[config.mk]
export PLATFORM = sky130hd
export DESIGN_NAME = sfl_dev_flat
export DESIGN_NICKNAME = d
export VERILOG_FILES = /design/src/shared/sfl_pkg.sv /design/src/shared/sfl_spi_if.sv /design/src/design/sfl_dev.sv /design/src/flat_wrapper.sv
export VERILOG_INCLUDE_DIRS = /design/src /design/src/shared
export SDC_FILE = /design/constraint.sdc
export NUM_CORES = 1
export LEC_CHECK = 0
export BUFFER_PORTS_ARGS = -buffer_cell sky130_fd_sc_hd__buf_4
export CORE_UTILIZATION = 30
export DETAILED_ROUTE_END_ITERATION = 7
export PLACE_DENSITY = 0.49
export SKIP_CTS_REPAIR_TIMING = 1
export SYNTH_ARGS = -nofsm -noshare
export SYNTH_HDL_FRONTEND = slang
export SYNTH_SLANG_ARGS = --single-unit
export TNS_END_PERCENT = 30
[constraint.sdc]
create_clock -name i_sys_clk -period 3.1 [get_ports i_sys_clk]
set_input_delay 0.62 -clock i_sys_clk [delete_from_list [all_inputs] [get_ports i_sys_clk]]
set_output_delay 0.62 -clock i_sys_clk [all_outputs]
set_load 0.005 [all_outputs]
[src/shared/sfl_cfg.svh]
// Timing, threshold and register-map constants for the switch fault front end
`ifndef SFL_CFG_SVH
`define SFL_CFG_SVH

// System clock rate in MHz
`define SFL_CLK_MHZ 25
// Load-current measurement width in bits
`define SFL_CUR_W 8
// Slow threshold table: top level and step per code, amperes
`define SFL_SLOW_TOP_A 50
`define SFL_SLOW_STEP_A 5
// Fast threshold levels, amperes
`define SFL_FAST_LO_A 100
`define SFL_FAST_HI_A 150
// Over-current blanking times in microseconds and derived cycle counts
`define SFL_BLANK0_US 1
`define SFL_BLANK1_US 2
`define SFL_BLANK2_US 4
`define SFL_BLANK3_US 8
`define SFL_BLANK0_CYC (`SFL_BLANK0_US * `SFL_CLK_MHZ)
`define SFL_BLANK1_CYC (`SFL_BLANK1_US * `SFL_CLK_MHZ)
`define SFL_BLANK2_CYC (`SFL_BLANK2_US * `SFL_CLK_MHZ)
`define SFL_BLANK3_CYC (`SFL_BLANK3_US * `SFL_CLK_MHZ)
// Command word register addresses (word bits 6:4)
`define SFL_A_OCR 3'h1
`define SFL_A_SOCHLR 3'h2
`define SFL_A_CDTOLR 3'h3
`define SFL_A_UOVR 3'h6
// Host serial clock half period in system cycles
`define SFL_HALF_CYC 8
// Host register byte offsets
`define SFL_R_TX 5'h00
`define SFL_R_RX 5'h04
`define SFL_R_BUSY 5'h08
`define SFL_R_ISTAT 5'h0c
`define SFL_R_IMASK 5'h10

`endif

[src/shared/sfl_pkg.sv]
// Shared types for the switch fault front end
`default_nettype none
package sfl_pkg;
  // One serial command or status word
  typedef logic [7:0] sfl_byte_t;
  // Status word returned at the start of each frame, MSB first
  typedef struct packed {
    logic oc_slow;
    logic oc_fast;
    logic undervoltage_flag;
    logic fault;
    logic out_on;
    logic in_spi;
    logic uv_off;
    logic sw_in;
  } sfl_status_t;
  // Host frame sequencer states
  typedef enum logic [1:0] {
    SFL_IDLE  = 2'b00,
    SFL_LEAD  = 2'b01,
    SFL_SHIFT = 2'b10,
    SFL_TAIL  = 2'b11
  } sfl_host_st_t;
endpackage
`default_nettype wire

[src/shared/sfl_spi_if.sv]
// Serial link between host controller and switch device
`timescale 1ns/1ns
`default_nettype none
interface sfl_spi_if;
  logic sclk;     // Serial clock from host
  logic si;       // Command data toward device
  logic cs_n;     // Frame select, active low
  logic so;       // Device output data
  logic so_oe_n;  // Low while device drives output
  logic so_line;  // Resolved output wire, pulled low when idle
  assign so_line = so_oe_n ? 1'b0 : so;
  modport dev (input sclk, input si, input cs_n, output so, output so_oe_n);
  modport host (output sclk, output si, output cs_n, input so_line);
endinterface
`default_nettype wire

[src/design/sfl_dev.sv]
// Device end: over-current latches, battery handling, serial command slave
`timescale 1ns/1ns
`default_nettype none
// Functional notes
// - eight slow, two fast thresholds, both watched
// - slow over blanking time latches output off
// - fast threshold latches and cuts output immediately
// - latch held until command off then on
// - low battery forces off, fault low above dead level, flag
// - recovery with command on stays latched off
// - protection off: follow command above dead level
// - direct input and serial bit are equivalent
// - capture on falling, shift out on rising
// - host keeps clock low across select edges
// - host keeps clock low while deselected
// - deselected: ignore clock/data, output released
// - both words shift MSB first, FIFO path
// - host sends eight bits, MSB first
// - three-bit register address in command word
// - bit7 watchdog/address, 6:4 register, 3:0 value
// - commit on select rise, status on fall
// - frames not multiple of eight ignored
`include "sfl_cfg.svh"
module sfl_dev
  import sfl_pkg::*;
#(
  parameter int unsigned CUR_W   = `SFL_CUR_W,
  parameter int unsigned FAST_LO = `SFL_FAST_LO_A,
  parameter int unsigned FAST_HI = `SFL_FAST_HI_A
) (
  input  wire logic             i_sys_clk,
  input  wire logic             i_rst_b,
  sfl_spi_if.dev                spi,
  input  wire logic             i_switch_in,
  input  wire logic [CUR_W-1:0] i_load_amps,
  input  wire logic             i_batt_low,
  input  wire logic             i_batt_dead,
  output logic                  o_out_on,
  output logic                  o_fault_status_n,
  output logic                  o_undervoltage_flag,
  output logic                  o_oc_latched
);

  localparam int unsigned SW = CUR_W + 6;

  logic [SW-1:0]    meta_q;       // First synchroniser stage
  logic [SW-1:0]    sync_q;       // Second synchroniser stage
  logic             cs_n_s;       // Synced select
  logic             sclk_s;       // Synced serial clock
  logic             si_s;         // Synced serial data
  logic             sw_s;         // Synced direct switch input
  logic             low_s;        // Battery below low threshold
  logic             dead_s;       // Battery below dead level
  logic [CUR_W-1:0] amps_s;       // Synced load current
  logic             sclk_p_q;     // Serial clock, one cycle back
  logic             cs_n_p_q;     // Select, one cycle back
  logic             sclk_fall;    // Falling serial clock in frame
  logic             sclk_rise;    // Rising serial clock in frame
  logic             cs_fall;      // Frame start
  logic             cs_rise;      // Frame end
  sfl_byte_t        sr_q;         // Shared in/out shift path
  logic [2:0]       bits_q;       // Bits modulo eight
  logic             any_q;        // At least one bit seen
  logic             commit;       // Whole-byte frame ended
  logic             in_spi_q;     // Serial switch command
  logic [2:0]       socl_q;       // Slow threshold code
  logic             soch_q;       // Fast threshold select
  logic [1:0]       oclt_q;       // Blanking time code
  logic             uv_off_q;     // Under-voltage protection off
  logic             cmd;          // Combined switch command
  logic [CUR_W-1:0] slow_thr;     // Selected slow level
  logic [CUR_W-1:0] fast_thr;     // Selected fast level
  logic             slow_hit;     // Current at or above slow
  logic             fast_hit;     // Current at or above fast
  logic [15:0]      blank_cyc;    // Selected blanking count
  logic [15:0]      blank_q;      // Blanking counter
  logic             ocs_q;        // Slow over-current latch
  logic             ocf_q;        // Fast over-current latch
  logic             uv_lat_q;     // Under-voltage latch
  logic             uv_en;        // Under-voltage protection active
  sfl_status_t      status;       // Word loaded at frame start

  // Register address match on word bits 6:4
  function automatic logic hit(input sfl_byte_t w, input logic [2:0] a);
    return w[6:4] == a;
  endfunction

  // Two-flop synchroniser for every pin input
  always_ff @(posedge i_sys_clk or negedge i_rst_b) begin
    if (!i_rst_b) begin
      meta_q <= SW'(1);
      sync_q <= SW'(1);
    end else begin
      meta_q <= {i_load_amps, i_batt_dead, i_batt_low, i_switch_in,
                 spi.si, spi.sclk, spi.cs_n};
      sync_q <= meta_q;
    end
  end

  assign cs_n_s = sync_q[0];
  assign sclk_s = sync_q[1];
  assign si_s   = sync_q[2];
  assign sw_s   = sync_q[3];
  assign low_s  = sync_q[4];
  assign dead_s = sync_q[5];
  assign amps_s = sync_q[SW-1:6];

  // Edge history of serial clock and select
  always_ff @(posedge i_sys_clk or negedge i_rst_b) begin
    if (!i_rst_b) begin
      sclk_p_q <= 1'b0;
      cs_n_p_q <= 1'b1;
    end else begin
      sclk_p_q <= sclk_s;
      cs_n_p_q <= cs_n_s;
    end
  end

  // Clock edges only count while selected
  assign sclk_fall = !cs_n_s && sclk_p_q && !sclk_s;
  assign sclk_rise = !cs_n_s && !sclk_p_q && sclk_s;
  assign cs_fall   = cs_n_p_q && !cs_n_s;
  assign cs_rise   = !cs_n_p_q && cs_n_s;
  assign commit    = cs_rise && any_q && (bits_q == 3'h0);

  // Status snapshot
  assign status = '{oc_slow: ocs_q, oc_fast: ocf_q, undervoltage_flag: o_undervoltage_flag,
                    fault: !o_fault_status_n, out_on: o_out_on,
                    in_spi: in_spi_q, uv_off: uv_off_q, sw_in: sw_s};

  // Shift path: status in at select fall, data in on falling clock
  always_ff @(posedge i_sys_clk or negedge i_rst_b) begin
    if (!i_rst_b) begin
      sr_q   <= 8'h00;
      bits_q <= 3'h0;
      any_q  <= 1'b0;
    end else if (cs_fall) begin
      sr_q   <= status;
      bits_q <= 3'h0;
      any_q  <= 1'b0;
    end else if (sclk_fall) begin
      sr_q   <= {sr_q[6:0], si_s};
      bits_q <= bits_q + 3'h1;
      any_q  <= 1'b1;
    end
  end

  // Output bit: MSB first, moves on rising clock, released when idle
  always_ff @(posedge i_sys_clk or negedge i_rst_b) begin
    if (!i_rst_b) begin
      spi.so      <= 1'b0;
      spi.so_oe_n <= 1'b1;
    end else if (cs_fall) begin
      spi.so      <= status[7];
      spi.so_oe_n <= 1'b0;
    end else if (cs_n_s) begin
      spi.so_oe_n <= 1'b1;
    end else if (sclk_rise) begin
      spi.so      <= sr_q[7];
    end
  end

  // Register bank, written only at the end of a whole-byte frame
  always_ff @(posedge i_sys_clk or negedge i_rst_b) begin
    if (!i_rst_b) begin
      in_spi_q <= 1'b0;
      socl_q   <= 3'h0;
      soch_q   <= 1'b0;
      oclt_q   <= 2'h0;
      uv_off_q <= 1'b0;
    end else if (commit) begin
      // Address in bits 6:4, value in 3:0
      if (hit(sr_q, `SFL_A_OCR)) begin
        in_spi_q <= sr_q[0];
      end
      if (hit(sr_q, `SFL_A_SOCHLR)) begin
        soch_q <= sr_q[3];
        socl_q <= sr_q[2:0];
      end
      if (hit(sr_q, `SFL_A_CDTOLR)) begin
        oclt_q <= sr_q[1:0];
      end
      // Bit 7 completes the address here
      if (hit(sr_q, `SFL_A_UOVR) && sr_q[7]) begin
        uv_off_q <= sr_q[1];
      end
    end
  end

  // Either command source switches on
  assign cmd   = sw_s | in_spi_q;
  assign uv_en = !uv_off_q;

  // Threshold and blanking selection
  assign slow_thr = CUR_W'(`SFL_SLOW_TOP_A - `SFL_SLOW_STEP_A * socl_q);
  assign fast_thr = soch_q ? CUR_W'(FAST_HI) : CUR_W'(FAST_LO);
  assign slow_hit = o_out_on && (amps_s >= slow_thr);
  assign fast_hit = o_out_on && (amps_s >= fast_thr);

  always_comb begin
    case (oclt_q)
      2'h0:    blank_cyc = 16'(`SFL_BLANK0_CYC);
      2'h1:    blank_cyc = 16'(`SFL_BLANK1_CYC);
      2'h2:    blank_cyc = 16'(`SFL_BLANK2_CYC);
      default: blank_cyc = 16'(`SFL_BLANK3_CYC);
    endcase
  end

  // Over-current latches, cleared only while command is off
  always_ff @(posedge i_sys_clk or negedge i_rst_b) begin
    if (!i_rst_b) begin
      ocs_q   <= 1'b0;
      ocf_q   <= 1'b0;
      blank_q <= 16'h0000;
    end else if (!cmd) begin
      ocs_q   <= 1'b0;
      ocf_q   <= 1'b0;
      blank_q <= 16'h0000;
    end else begin
      if (fast_hit) begin
        ocf_q <= 1'b1;
      end
      if (!slow_hit) begin
        blank_q <= 16'h0000;
      end else if (blank_q >= blank_cyc) begin
        ocs_q <= 1'b1;
      end else begin
        blank_q <= blank_q + 16'h0001;
      end
    end
  end

  // Under-voltage latch: only a drop while commanded on latches
  always_ff @(posedge i_sys_clk or negedge i_rst_b) begin
    if (!i_rst_b) begin
      uv_lat_q <= 1'b0;
    end else if (!uv_en || !cmd) begin
      uv_lat_q <= 1'b0;
    end else if (low_s) begin
      uv_lat_q <= 1'b1;
    end
  end

  // Under-voltage flag: new drop wins over read clear
  always_ff @(posedge i_sys_clk or negedge i_rst_b) begin
    if (!i_rst_b) begin
      o_undervoltage_flag <= 1'b0;
    end else if (uv_en && low_s) begin
      o_undervoltage_flag <= 1'b1;
    end else if (commit || !uv_en) begin
      o_undervoltage_flag <= 1'b0;
    end
  end

  // Switch output and fault pin
  always_ff @(posedge i_sys_clk or negedge i_rst_b) begin
    if (!i_rst_b) begin
      o_out_on         <= 1'b0;
      o_fault_status_n <= 1'b1;
      o_oc_latched     <= 1'b0;
    end else begin
      o_out_on <= cmd && !ocs_q && !ocf_q && !fast_hit && !dead_s
                  && !(uv_en && (low_s || uv_lat_q));
      o_fault_status_n <= !(ocs_q || ocf_q)
                          && !(uv_en && !dead_s && (low_s || uv_lat_q));
      o_oc_latched <= ocs_q || ocf_q;
    end
  end

endmodule
`default_nettype wire

[src/flat_wrapper.sv]
// flat-port wrapper written by rule: the top's interface ports become plain ports
module sfl_dev_flat import sfl_pkg::*;
#(
  parameter int unsigned CUR_W   = `SFL_CUR_W,
  parameter int unsigned FAST_LO = `SFL_FAST_LO_A,
  parameter int unsigned FAST_HI = `SFL_FAST_HI_A
)
  (i_sys_clk, i_rst_b, i_switch_in, i_load_amps, i_batt_low, i_batt_dead, o_out_on, o_fault_status_n, o_undervoltage_flag, o_oc_latched, spi_sclk, spi_si, spi_cs_n, spi_so, spi_so_oe_n);
  sfl_spi_if spi_i ();
  input  wire logic i_sys_clk;
  input  wire logic i_rst_b;
  input  wire logic i_switch_in;
  input  wire logic [CUR_W-1:0] i_load_amps;
  input  wire logic i_batt_low;
  input  wire logic i_batt_dead;
  output logic o_out_on;
  output logic o_fault_status_n;
  output logic o_undervoltage_flag;
  output logic o_oc_latched;
  input wire logic [$bits(spi_i.sclk)-1:0] spi_sclk;
  input wire logic [$bits(spi_i.si)-1:0] spi_si;
  input wire logic [$bits(spi_i.cs_n)-1:0] spi_cs_n;
  output wire logic [$bits(spi_i.so)-1:0] spi_so;
  output wire logic [$bits(spi_i.so_oe_n)-1:0] spi_so_oe_n;
  assign spi_i.sclk = spi_sclk;
  assign spi_i.si = spi_si;
  assign spi_i.cs_n = spi_cs_n;
  assign spi_so = spi_i.so;
  assign spi_so_oe_n = spi_i.so_oe_n;
  sfl_dev #(.CUR_W(CUR_W), .FAST_LO(FAST_LO), .FAST_HI(FAST_HI)) u_core (.i_sys_clk(i_sys_clk), .i_rst_b(i_rst_b), .spi(spi_i), .i_switch_in(i_switch_in), .i_load_amps(i_load_amps), .i_batt_low(i_batt_low), .i_batt_dead(i_batt_dead), .o_out_on(o_out_on), .o_fault_status_n(o_fault_status_n), .o_undervoltage_flag(o_undervoltage_flag), .o_oc_latched(o_oc_latched));
endmodule
==> qor.yml <==
synthArstFlopShare: 1.00
syn_nets: 337
setup.worst_path.start_class: "flip-flop"
start_util: 0.310
routed_via_density: 4.51
p_leak_nw: 1.83
fin_crit_ns: 2.64
synth_cell_types: 44
gp_congestion: 0.710
grt_usage: 0.121
fill_cells: 1084
drv_cap: 0
io_pins: 22
maxClockFrequency_mhz: 379
dr_total_vias: 2080
gr-usage-met1: 0.165
crit_arrival_ns: 2.84
grt_max_degree: 76
path_class: "flip-flop to flip-flop"
netlist_instances: 286
cts-buffers-inserted: 9
drt_pass1_iterations: 4
io_buffers: 21
fp.dieH_um: 108
grt_pass1_vias: 2060
path_clk_slew_ns: 0.06
wl_per_cell_um: 13.1
maxSlewHeadroom: 0.378
htreeDepth: 3
layout-drive-gt1-share: 0.190
rows: 38
synth_top_flop_cell: "dfrtp_1"
register_area_um2: 1880
setup_tns_ns: 0
crit_path_end: "u_core.ocs_q"
reg2reg_depth: 8
cts.sinks: 75
wirelength_um: 6040
grt_pass1_wl_um: 10400
synth.yosys.seq_area_share: 0.555
antenna_found_initial: 0
fin_crit_sh: 0.851
die-area_um2: 11700
finClkSkew_ns: 0.00961
clock_path_buffers: 2
globalRouteMet2Util: 0.170
final-setup-viol-count: 0
tightest_slew_ns: 0.933
end_kind: "flip-flop"
clkLatencyLatePin_ns: 0.33
synth_area_um2: 3390
rr_startpoint: "u_core.socl_q[0]"
peakVddDrop_mv: 0.236
avgSynthCellArea_um2: 11.9
fin_nets: 367
p_total_w: 0.00245
synth_edf_count: 0
startpoint: "u_core.socl_q[0]"
grt-ovfl-total: 0
die_w_um: 108
finalMaxSlewViolations: 0
hpwl_um: 4290
grtUsageMet3: 0.0440
r2r_end: "u_core.ocs_q"
antenna_left: 0
worst-r2r-setup-slack_ns: 0.46
rsz0062_at_grt: "false"
yosysWarnings: 0
core_um2: 10900
antennaDiodeCount: 0
hold_path_class: "flip-flop to flip-flop"
drc: 0
multi_input_area_um2: 1390
cts_tree: "done"
cp_max_fo: 10
drt_iter0_drc: 69
required_ns: 3.30
area.growth.synth_to_final_pct: 18.0
finalHoldViolations: 0
grt-busiest-layer: "met2"
ys_seq_elements: 75
cellPowerDensity_nw_per_um2: 611
cts_root_buffer: "clkbuf_16"
status: "finished, final reports clean"
==> per-layer routing <==
metal  part of all wire  wire [µm]
met4              0.014         83
met1               0.49       2950
met5                  0          0
met3              0.030        184
met2               0.47       2820
==> final cells by class <==
type                    instances  area share
multi-input cells             180       0.347
clock buffers                   9      0.0563
flip-flops and latches         75       0.470
well taps                     140      0.0438
repair buffers                 23      0.0431
clock inverters                 7      0.0138
inverters                      27      0.0253
==> kinds of logic after synthesis <==
family                   Yosys count  share of synthesized area
multiplexers                      16                     0.0502
adder cells (fa/ha/maj)           35                      0.134
XOR/XNOR                           6                     0.0155
buffers and inverters             31                     0.0347
AND/OR/NAND/NOR                   71                      0.111
flip-flops                        75                      0.555
AO/OA/AOI/OAI                     52                     0.0996
==> stage by stage <==
stage	hold slack [ns]	instance area (µm²)	std cells	util	setup WS, ns
final	0.348	4000	461	0.366	0.461
after global placement	0.333	3720	445	0.340	0.497
after detailed placement	0.335	3720	445	0.340	0.427
after floorplan	0.324	3390	286	-	0.688
after CTS	0.350	4000	461	0.366	0.423
after global routing	0.355	4000	461	0.366	0.261
==> power by group <==
part / total (W) / leakage, nW / internal, W / switching [W]
Combinational: 0.000350 / 0.748 / 0.000160 / 0.000190
Sequential: 0.00112 / 0.947 / 0.00105 / 0.0000693
Clock: 0.000974 / 0.133 / 0.000551 / 0.000423
==> flip-flops by register name, indices dropped and copies added, names as in the netlist, 2 cells and up <==
signal,flops
u_core.blank_q,16
u_core.meta_q,14
u_core.sync_q,14
u_core.sr_q,8
u_core.bits_q,3
u_core.socl_q,3
u_core.oclt_q,2
==> how the worst min path moves through the flow <==
stage	end	slack [ns]	startpoint	cells after the start
2_1_floorplan	u_core.any_q	0.32	i_rst_b	0
3_3_place_gp	u_core.sync_q[5]	0.33	u_core.meta_q[5]	0
3_5_place_dp	u_core.sync_q[1]	0.33	u_core.meta_q[1]	0
4_1_cts	u_core.sync_q[1]	0.35	u_core.meta_q[1]	0
5_1_grt	u_core.sync_q[7]	0.36	u_core.meta_q[7]	0
6_report	u_core.sync_q[4]	0.35	u_core.meta_q[4]	0
==> critical path: stages, from the launching register on <==
cell and delay (ns):
dfrtp_1 0.43, ha_1 0.33, fa_1 0.46, ha_1 0.30, a21oi_1 0.13, o21ai_0 0.12
a41o_1 0.27, nand3b_1 0.31, o21ai_0 0.16
==> synth_stat cells (2+ instances only) <==
master,count,area share
mux2i_1,8,0.024
a2111oi_2,2,0.0089
a22oi_1,2,0.0044
dfstp_2,5,0.039
and2_1,7,0.013
nand3b_1,3,0.0066
fa_1,2,0.012
mux2_2,8,0.027
o21ai_0,17,0.025
a21oi_1,15,0.022
xnor2_1,4,0.010
dfrtp_1,70,0.52
a31o_2,2,0.0052
nand2_1,12,0.013
inv_1,27,0.030
ha_1,33,0.12
nor3_1,3,0.0044
nand4_1,4,0.0074
nor2_1,21,0.023
nand3_1,4,0.0059
a21o_1,2,0.0044
or3_1,2,0.0037
nor2b_1,5,0.0092
clkbuf_1,3,0.0033
xor2_1,2,0.0052
a211oi_1,4,0.0089
and3_1,2,0.0037
==> placed cells by master, fill, tap and decap left out, drive strengths merged, types with 3 or more instances in the layout <==
cell type,instances
a211oi,4
a21oi,15
and2,8
buf,23
clkbuf,9
dfrtp,70
dfstp,5
ha,33
inv,31
mux2,8
mux2i,8
nand2,12
nand3,4
nand3b,3
nand4,4
nor2,21
nor2b,5
nor3,3
o21ai,18
xnor2,4
(Power assumes the default switching activity.)
